File: src/logic/fcs_pkg.sv
// Package of offsets, field positions and constants for the flash config block.
package fcs_pkg;
	// Register byte offsets on the AHB-Lite bus.
	localparam logic [7:0] fcs_off_clock_divider = 8'h00;
	localparam logic [7:0] fcs_off_option_copy = 8'h04;
	localparam logic [7:0] fcs_off_configuration = 8'h08;
	localparam logic [7:0] fcs_off_status = 8'h0c;
	// Field positions.
	localparam int fcs_bit_divider_loaded = 7;
	localparam int fcs_bit_prescale = 6;
	localparam int fcs_div_msb = 5;
	localparam int fcs_bit_key_enable = 7;
	localparam int fcs_bit_redirect_dis = 6;
	localparam int fcs_bit_key_access = 5;
	// Security code values.
	localparam logic [1:0] fcs_sec_unsecured = 2'h2;
	// Key address window, 0xffb0 to 0xffb7.
	localparam logic [15:0] fcs_key_base = 16'hffb0;
	localparam int fcs_key_bytes = 8;
	// Prescaler ratio for the divide-by-eight option.
	localparam int fcs_prescale_ratio = 8;
	// Reset values.
	localparam logic [7:0] fcs_divider_reset = 8'h00;
	localparam logic [7:0] fcs_config_reset = 8'h00;
	// AHB-Lite transfer type bit that marks an active transfer.
	localparam int fcs_htrans_active_bit = 1;
endpackage : fcs_pkg

File: src/logic/fcs_flash_config.sv
// Flash clock divider, option copy and key-access configuration registers.
//
// What this block does
// - Divider prescale and divisor bits readable always, writable only once after reset.
// - Divider-loaded flag is read-only, cleared by reset, set by first divider write.
// - Program and erase are disabled until divider-loaded flag is set.
// - Prescale bit picks bus clock or bus clock divided by eight.
// - Divider divides selected input by divisor field plus one.
// - Each flash clock enable pulse lasts one bus clock cycle.
// - Option register copies the nonvolatile option byte during reset only.
// - Key enable bit zero forbids the key from disengaging security.
// - Only secured firmware writes count as key comparison writes, never debug.
// - Eight matching key bytes in order disengage security until reset.
// - Redirection-disable bit one disables vector redirection, zero enables it.
// - Security code 2'b10 alone means unsecured; other codes mean secured.
// - While secured, block memory access from unsecured sources and debug.
// - Successful key entry or blank check sets security code to unsecured.
// - Key-access bit steers key-range writes to key compare or command start.
// - Clearing key-access after eight key writes compares and unsecures on match.
// - Program or erase before divider write flags access error and is ignored.
`timescale 1ns/1ps
module fcs_flash_config (
	// Clock and reset.
	input wire logic clk,
	input wire logic reset,
	// AHB-Lite slave port.
	input wire logic hsel,
	input wire logic [7:0] haddr,
	input wire logic [1:0] htrans,
	input wire logic hwrite,
	input wire logic [2:0] hsize,
	input wire logic [31:0] hwdata,
	input wire logic hready,
	output logic [31:0] hrdata,
	output logic hreadyout,
	output logic hresp,
	// Option byte read from nonvolatile storage, stable during reset.
	input wire logic [7:0] nonvolatile_option_byte,
	// Stored backdoor key, byte 0 in the low bits.
	input wire logic [63:0] stored_backdoor_key,
	// Flash-side writes at any address, key address range included.
	input wire logic flash_write,
	input wire logic [15:0] flash_write_addr,
	input wire logic [7:0] flash_write_data,
	input wire logic flash_write_from_debug,
	input wire logic flash_write_from_secure,
	// Result of a completed blank check with the array erased.
	input wire logic blank_check_pass,
	// Memory access request from an unsecured source or debug.
	input wire logic unsecured_access,
	// Outputs to the command sequencer and the system.
	output logic program_erase_enable,
	output logic flash_clock_enable,
	output logic command_start,
	output logic access_error,
	output logic secured,
	output logic backdoor_key_enable,
	output logic redirection_disable,
	output logic access_blocked
);
	// Bus address phase capture.
	logic wr_pend_reg;
	logic [7:0] addr_pend_reg;
	logic [31:0] hrdata_reg;
	// Register state.
	logic divider_loaded_reg;
	logic prescale_reg;
	logic [5:0] divisor_reg;
	logic [7:0] option_reg;
	logic key_access_reg;
	logic [7:0] key_seen_reg;
	logic key_match_reg;
	logic access_error_reg;
	// Clock divider state.
	logic [2:0] pre_cnt_reg;
	logic [5:0] div_cnt_reg;
	logic fclk_en_reg;
	// Output flops.
	logic cmd_start_reg;
	logic blocked_reg;
	logic secured_reg;

	// Address decode of the bus. Writes land in the data phase, when hwdata
	// stands, so the write decodes use the address captured a cycle before.
	wire logic bus_take = hsel & hready & htrans[fcs_pkg::fcs_htrans_active_bit];
	wire logic wr_div = wr_pend_reg &
		(addr_pend_reg == fcs_pkg::fcs_off_clock_divider);
	wire logic wr_cfg = wr_pend_reg &
		(addr_pend_reg == fcs_pkg::fcs_off_configuration);
	wire logic wr_stat = wr_pend_reg &
		(addr_pend_reg == fcs_pkg::fcs_off_status);
	wire logic [7:0] divider_value = {divider_loaded_reg, prescale_reg,
		divisor_reg};
	wire logic [7:0] config_value = {2'h0, key_access_reg, 5'h00};
	wire logic [7:0] status_value = {6'h00, key_match_reg, access_error_reg};
	logic [7:0] read_value;
	// Unmapped offsets read as zero and accept writes silently. The mux
	// follows the live address phase, so read data are ready in the data
	// phase and the slave never needs a wait state.
	always_comb begin
		if (haddr == fcs_pkg::fcs_off_clock_divider) begin
			read_value = divider_value;
		end else if (haddr == fcs_pkg::fcs_off_option_copy) begin
			read_value = option_reg;
		end else if (haddr == fcs_pkg::fcs_off_configuration) begin
			read_value = config_value;
		end else if (haddr == fcs_pkg::fcs_off_status) begin
			read_value = status_value;
		end else begin
			read_value = 8'h00;
		end
	end

	// Security decode and key window decode.
	// Only code 2'b10 opens the device; the erased code stays secured.
	wire logic [1:0] sec_code = option_reg[1:0];
	wire logic key_enabled = option_reg[fcs_pkg::fcs_bit_key_enable];
	wire logic in_key_range = (flash_write_addr[15:3] ==
		fcs_pkg::fcs_key_base[15:3]);
	wire logic [2:0] key_idx = flash_write_addr[2:0];
	// Key writes only from secure firmware, never from debug. A debug write
	// in the window while key access is set is dropped altogether: it starts
	// no command either, so debug cannot probe the key through side effects.
	wire logic key_write = flash_write & in_key_range & key_access_reg &
		flash_write_from_secure & ~flash_write_from_debug;
	wire logic cmd_write = flash_write & ~(in_key_range & key_access_reg);
	wire logic key_ok = &key_seen_reg;
	// Clearing key access after all bytes matched unlocks, if key enabled.
	wire logic key_unlock = wr_cfg & key_access_reg &
		~hwdata[fcs_pkg::fcs_bit_key_access] & key_ok & key_enabled;
	wire logic [7:0] key_byte = stored_backdoor_key[{key_idx, 3'h0} +: 8];
	// Code that the option register will hold after this edge. The secured
	// flop decodes it, so the output moves in the same cycle as the code.
	wire logic unlock_event = key_unlock | blank_check_pass;
	wire logic [1:0] sec_code_next = unlock_event ?
		fcs_pkg::fcs_sec_unsecured : sec_code;
	wire logic secured_next =
		(sec_code_next != fcs_pkg::fcs_sec_unsecured);
	// While reset is held the decode follows the byte being copied in.
	wire logic secured_at_reset =
		(nonvolatile_option_byte[1:0] != fcs_pkg::fcs_sec_unsecured);
	// Expected next byte index is the count of bytes already accepted.
	// Counting accepted bytes instead of keeping a pointer lets a single
	// mismatch reset both the record and the order check in one step.
	logic [3:0] key_count;
	always_comb begin
		key_count = 4'h0;
		for (int i = 0; i < fcs_pkg::fcs_key_bytes; i++) begin
			key_count = key_count + {3'h0, key_seen_reg[i]};
		end
	end
	wire logic key_in_order = ({1'b0, key_idx} == key_count);

	// Bus address phase register; every access answers in zero waits, OKAY.
	// The read register returns to zero after its data phase, so a stale
	// value is never mistaken for a later answer.
	always_ff @(posedge clk) begin
		if (reset) begin
			wr_pend_reg <= 1'b0;
			addr_pend_reg <= 8'h00;
			hrdata_reg <= 32'h0000_0000;
		end else begin
			wr_pend_reg <= bus_take & hwrite;
			addr_pend_reg <= haddr;
			hrdata_reg <= (bus_take & ~hwrite) ? {24'h0, read_value} :
				32'h0000_0000;
		end
	end

	// Divider register is write-once; the flag sets on the first write.
	// Later writes answer OKAY but change nothing, so a runaway program
	// cannot retune the flash clock once it has been set.
	always_ff @(posedge clk) begin
		if (reset) begin
			divider_loaded_reg <= fcs_pkg::fcs_divider_reset[7];
			prescale_reg <= fcs_pkg::fcs_divider_reset[6];
			divisor_reg <= fcs_pkg::fcs_divider_reset[5:0];
		end else if (wr_div & ~divider_loaded_reg) begin
			divider_loaded_reg <= 1'b1;
			prescale_reg <= hwdata[fcs_pkg::fcs_bit_prescale];
			divisor_reg <= hwdata[fcs_pkg::fcs_div_msb:0];
		end
	end

	// Option copy follows the nonvolatile byte only while reset is held,
	// then only hardware unlock events may change the security code.
	// Software has no write path here: a new option byte needs a new reset.
	always_ff @(posedge clk) begin
		if (reset) begin
			option_reg <= nonvolatile_option_byte;
		end else if (unlock_event) begin
			option_reg[1:0] <= fcs_pkg::fcs_sec_unsecured;
		end
	end

	// Key access bit and the per-byte match record. The record clears when
	// key access is switched on, so a half-entered key left over from an
	// earlier attempt can never complete a later one.
	always_ff @(posedge clk) begin
		if (reset) begin
			key_access_reg <= fcs_pkg::fcs_config_reset[5];
			key_seen_reg <= 8'h00;
			key_match_reg <= 1'b0;
		end else begin
			if (wr_cfg) begin
				key_access_reg <= hwdata[fcs_pkg::fcs_bit_key_access];
			end
			if (wr_cfg & hwdata[fcs_pkg::fcs_bit_key_access] &
				~key_access_reg) begin
				key_seen_reg <= 8'h00;
			end else if (key_write) begin
				// A wrong or out-of-order byte spoils the whole attempt.
				if (key_in_order & (flash_write_data == key_byte)) begin
					key_seen_reg[key_idx] <= 1'b1;
				end else begin
					key_seen_reg <= 8'h00;
				end
			end
			if (key_unlock) begin
				key_match_reg <= 1'b1;
			end
		end
	end

	// Command start and access error; the set wins over a same-cycle clear.
	// A command refused here never reaches the sequencer, which therefore
	// never runs with an unset flash clock.
	always_ff @(posedge clk) begin
		if (reset) begin
			cmd_start_reg <= 1'b0;
			access_error_reg <= 1'b0;
		end else begin
			cmd_start_reg <= cmd_write & divider_loaded_reg;
			if (cmd_write & ~divider_loaded_reg) begin
				access_error_reg <= 1'b1;
			end else if (wr_stat & hwdata[0]) begin
				access_error_reg <= 1'b0;
			end
		end
	end

	// Flash clock: optional divide by eight, then reload counter.
	// The prescaler runs always so its phase is arbitrary at first use.
	// The counter reloads on the tick that fires, so the period is exactly
	// the divisor plus one ticks, with no idle tick between periods.
	wire logic pre_tick = prescale_reg ? (pre_cnt_reg == 3'h0) : 1'b1;
	always_ff @(posedge clk) begin
		if (reset) begin
			pre_cnt_reg <= 3'h0;
			div_cnt_reg <= 6'h00;
			fclk_en_reg <= 1'b0;
		end else begin
			pre_cnt_reg <= pre_cnt_reg - 3'h1;
			fclk_en_reg <= 1'b0;
			if (divider_loaded_reg & pre_tick) begin
				if (div_cnt_reg == 6'h00) begin
					div_cnt_reg <= divisor_reg;
					fclk_en_reg <= 1'b1;
				end else begin
					div_cnt_reg <= div_cnt_reg - 6'h01;
				end
			end
		end
	end

	// Access blocking flop for unsecured sources. The decision is a cycle
	// late, so the memory path must hold a request until it is known.
	always_ff @(posedge clk) begin
		if (reset) begin
			blocked_reg <= 1'b0;
		end else begin
			blocked_reg <= unsecured_access & secured_reg;
		end
	end

	// Secured flag flop, so the output leaves a flop like every other one.
	always_ff @(posedge clk) begin
		if (reset) begin
			secured_reg <= secured_at_reset;
		end else begin
			secured_reg <= secured_next;
		end
	end

	// Output assignments, all straight from flops. The slave never waits and
	// never reports an error, so its two answer signals are tied.
	assign hrdata = hrdata_reg;
	assign hreadyout = 1'b1;
	assign hresp = 1'b0;
	assign program_erase_enable = divider_loaded_reg;
	assign flash_clock_enable = fclk_en_reg;
	assign command_start = cmd_start_reg;
	assign access_error = access_error_reg;
	assign secured = secured_reg;
	assign backdoor_key_enable = option_reg[fcs_pkg::fcs_bit_key_enable];
	assign redirection_disable = option_reg[fcs_pkg::fcs_bit_redirect_dis];
	assign access_blocked = blocked_reg;
endmodule : fcs_flash_config

File: config.mk
export PLATFORM = sky130hd
export DESIGN_NAME = fcs_flash_config
export DESIGN_NICKNAME = d
export VERILOG_FILES = /design/src/logic/fcs_pkg.sv /design/src/logic/fcs_flash_config.sv
export SDC_FILE = /design/constraint.sdc
export NUM_CORES = 1
export LEC_CHECK = 0
export BUFFER_PORTS_ARGS = -buffer_cell sky130_fd_sc_hd__buf_4
export CAP_MARGIN = 20
export CORE_ASPECT_RATIO = 1.75
export CORE_MARGIN = 2
export CORE_UTILIZATION = 46
export CTS_BUF_LIST = sky130_fd_sc_hd__clkbuf_4 sky130_fd_sc_hd__clkbuf_8
export CTS_CLUSTER_DIAMETER = 120
export CTS_CLUSTER_SIZE = 40
export DETAILED_ROUTE_END_ITERATION = 8
export PLACE_DENSITY = 0.89
export SLEW_MARGIN = 40
export SYNTH_ARGS = -nofsm -noshare
export SYNTH_HDL_FRONTEND = slang
export SYNTH_SLANG_ARGS = --single-unit
File: constraint.sdc
create_clock -name clk -period 4.9 [get_ports clk]
set_input_delay 0.735 -clock clk [delete_from_list [all_inputs] [get_ports clk]]
set_output_delay 0.735 -clock clk [all_outputs]
set_load 0.02 [all_outputs]
==> flow_summary.rst <==
.. list-table::
   :header-rows: 1

   * - Metric
     - Value
   * - Result of the run
     - complete, no violations
   * - Cell repeated most along the worst path
     - sky130_fd_sc_hd__fa_1
   * - Area after detailed placement
     - 4322 sq um
   * - Path depth of the worst reg2reg path
     - 13
   * - Number of input and output port buffers inserted
     - roughly 140
   * - Last element of the critical path
     - key_seen_reg[4]
   * - Final hold vios
     - 0
   * - Number of remaining DRC errors
     - 0
   * - Maximum number of pins on one net before global-route repair
     - 44
   * - Maximum single-stage delay on the critical path
     - ~0.56 ns
   * - TritonCTS sink count
     - 57
   * - Number of antenna diodes
     - 0
   * - Clock Pin Slew Worst Setup and Hold Paths
     - approximately 0.06 ns
   * - Clock skew
     - between 0.008 and 0.009 ns
   * - Reg-to-reg setup timing slack
     - approximately 1.2 ns
   * - Floorplan die area
     - roughly 8000 sq um
   * - Vias in the first global route
     - 3,139
   * - Adder-cell share of the synthesized area
     - 0.05379
   * - Endpoint of the worst-slack reg-to-reg timing path
     - key_seen_reg[4]
   * - Primary flip-flop cell chosen by synthesis mapping
     - sky130_fd_sc_hd__dfxtp_1
   * - Max Fclk
     - ~270 MHz
   * - TritonCTS clock tree
     - built
   * - Weighted congestion reported at the end of routability-driven placement
     - between 0.7 and 0.8
   * - Cells on Worst Hold Path
     - 1
   * - Count of vias placed by the detailed router
     - 3,119
   * - Netlist area before placement
     - between 3000 and 4000 sq um
   * - Ports
     - ~190
   * - Critical Path End Type
     - flop
   * - Pwr Density
     - between 200 and 250 nW/um^2
   * - Iter 0 DRT Violations
     - 150
   * - Worst max-slew margin expressed relative to the limit
     - 0.5697
   * - Source of the worst register-to-register timing path
     - key_seen_reg[0]
   * - Final slew viol count
     - 0
   * - Net total in the final layout
     - between 600 and 700
   * - GRT Overall Usage
     - 0.2226
   * - Nature of the critical path startpoint
     - flop
   * - H-tree depth
     - 3
   * - Yosys cell types
     - 55
   * - Class of the most critical setup path
     - reg2reg
   * - Number of antenna violations at the first check in global routing
     - 0
   * - XOR/XNOR share of the synthesized area
     - 0.01569
   * - Setup Total Neg Slack
     - 0 ns
   * - Number of buffers inserted during clock tree synthesis
     - 9
   * - Register area share after synthesis
     - 0.3586
   * - Area fraction in compound gates after synthesis
     - 0.1315
   * - Number of hold buffers added after CTS
     - 0
   * - Clk Latency, worst-skew pair
     - around 0.33 ns
   * - Launch point of the critical path
     - key_seen_reg[0]
   * - Horizontal die dimension
     - ~69 um
   * - Largest family of logic cells by synthesized area
     - simple AND/OR/NAND/NOR gates
   * - Post-CTS Setup Inserts
     - 0
   * - Worst path bufs/invs
     - 2
   * - Final Cell Area
     - about 4500 sq um
   * - Lkg Pwr
     - slightly above 2 nW
   * - Type of the most critical hold path
     - reg2reg
   * - Effective utilization at floorplan
     - 0.4697
   * - Maximum ir drop on the vdd rail
     - 0.1407 mV
   * - Most frequent cells in the layout
     - 137 x sky130_fd_sc_hd__buf_4, 51 x sky130_fd_sc_hd__dfxtp_1, 31 x sky130_fd_sc_hd__nor2_1
   * - Post-route ant nets
     - 0
   * - Final HPWL DP
     - roughly 6900 um
   * - Number of max-capacitance violations reported
     - 0
   * - Total grt overflow
     - 0
   * - Slew @ Worst Pin
     - around 0.63 ns
   * - Final core occ
     - 0.6315
   * - Post-layout instance count excluding filler cells
     - 589
   * - Total setup violations reported at the end of the flow
     - 0
   * - CTS-repair resized insts
     - 0
   * - Maximum fanout count along the critical path
     - 8
   * - Kind of cell with the highest combined delay on the critical path
     - adder cells
   * - Area of the core
     - slightly above 7000 sq um
   * - First-pass GRT wire length
     - about 13,000 um
   * - Via density per instance
     - 5.295
   * - Syn. warnings
     - 0
   * - Synthesis-stage register bit count
     - 57
   * - Row count
     - between 40 and 50
   * - Detailed-routing iteration count for the pre-antenna-repair pass
     - 4
   * - Share of synthesized area spent on multiplexers
     - 0.1352
   * - Crit path cell chain
     - inv_1 > fa_1 > fa_1 > fa_1 > inv_1 > ha_1 > fa_1 > xor2_1 > nand3_1 > o21ai_0 > nor4b_2 > a31oi_4 > nor3_1
   * - Total Power Consumption
     - 1.085 mW
   * - Leading cell type in the layout, fill and taps excluded
     - sky130_fd_sc_hd__buf_4
   * - Final-layout fill cell count
     - just over 600
   * - Bufs on Longest Clock Path
     - 2
   * - Mapped Cells
     - between 300 and 400
   * - Mean Syn Cell Area
     - between 9 and 10 sq um
   * - Total instance count after detailed placement
     - around 570
   * - Arrival time reported for the critical path endpoint
     - ~4 ns
   * - Layout Area Growth over Synthesis
     - 34.44%
   * - CTS Root Cell
     - sky130_fd_sc_hd__clkbuf_8
   * - Area share of and/or/nand/nor cells after synthesis
     - 0.1957
   * - Share of final-layout standard cells stronger than drive strength 1
     - 0.3459
   * - Number of flops mapped to enable cells by yosys
     - 6
   * - Slowest stage cell, crit path
     - sky130_fd_sc_hd__fa_1
   * - RSZ-0062 raised after global routing
     - false
   * - Final period util
     - 0.7566
   * - Synth async-reset ratio
     - 0
   * - Crit path required time
     - 5.14 ns
   * - Number of cells on the critical path
     - 13
   * - Fin crit period
     - approximately 3.7 ns
   * - Die Ht
     - between 100 and 150 um
   * - Total wirelength of the detailed-routed design
     - ~8400 um
   * - Detail-routed net length per standard cell
     - approximately 14 um
kinds of logic after synthesis:
logic type,Yosys count
and+or+nand+nor,121
buffers and inverters,67
AOI/OAI and AO/OA,62
DFF,57
muxes,38
adders and majority gates,12
xor gates and xnor gates,6
other,2
Yosys cell counts, drive strengths merged (2+ instances only):
library cell,instances,area share
conb,2,0.0022
mux4,5,0.034
and2,2,0.0037
fa,4,0.024
or3,4,0.0075
o221a,3,0.010
clkbuf,7,0.0078
and3,3,0.0056
a211oi,5,0.011
dfxtp,51,0.30
ha,8,0.030
edfxtp,6,0.054
nor2b,18,0.034
or4,5,0.011
nor3,16,0.024
o31a,4,0.010
o41ai,2,0.0052
nor4,6,0.013
nand2,16,0.018
o31ai,2,0.0045
mux2,8,0.027
xnor2,5,0.013
nand4b,3,0.0078
o21ai,8,0.013
a31oi,9,0.021
nand4,3,0.0056
a21oi,16,0.024
inv,28,0.031
a2111oi,3,0.0078
o22ai,4,0.0075
nand2b,3,0.0056
nand3,4,0.0060
buf,32,0.068
mux2i,25,0.075
nor2,31,0.035
how the worst min path moves through the flow:
stage | slack, ns | start | to
global placement | 0.40 | pre_cnt_reg[0] | pre_cnt_reg[0]
floorplan | 0.39 | pre_cnt_reg[0] | pre_cnt_reg[0]
finish | 0.41 | pre_cnt_reg[0] | pre_cnt_reg[0]
global route | 0.43 | pre_cnt_reg[0] | pre_cnt_reg[0]
detailed placement | 0.40 | pre_cnt_reg[0] | pre_cnt_reg[0]
CTS | 0.41 | pre_cnt_reg[0] | pre_cnt_reg[0]
report_power, final:
group,switching [mW],internal (mW)
Combinational,0.0920,0.108
Sequential,0.00561,0.486
Clock,0.173,0.220
Total,0.271,0.814
metal layers:
metal / GRT usage / vias up / part of all wire
met4: 0.08533 / 0 / 0.022
met5: 0 / - / 0
met1: 0.2001 / 1444 / 0.33
li1: - / 1518 / -
met2: 0.4462 / 140 / 0.58
met3: 0.05354 / 17 / 0.073
area by class of cell:
type | instances | area (sq um) | share of cell area
clock buffer | 13 | 166.4 | 0.03695
sequential | 57 | 1201 | 0.2667
timing repair buffer | 137 | 1028 | 0.2284
clock inverter | 3 | 15.01 | 0.003334
inverter | 28 | 105.1 | 0.02334
multi-input combinational | 265 | 1879 | 0.4173
tap | 86 | 107.6 | 0.02390
metrics by stage:
| stage | setup WS, ns | hold WS [ns] |
|---|---|---|
| floorplan | 1.462 | 0.3856 |
| global placement | 1.297 | 0.3953 |
| detailed placement | 1.195 | 0.4008 |
| CTS | 1.159 | 0.4100 |
| global route | 0.9517 | 0.4345 |
| finish | 1.192 | 0.4055 |
Note: power is estimated with default switching activity, not from simulation.
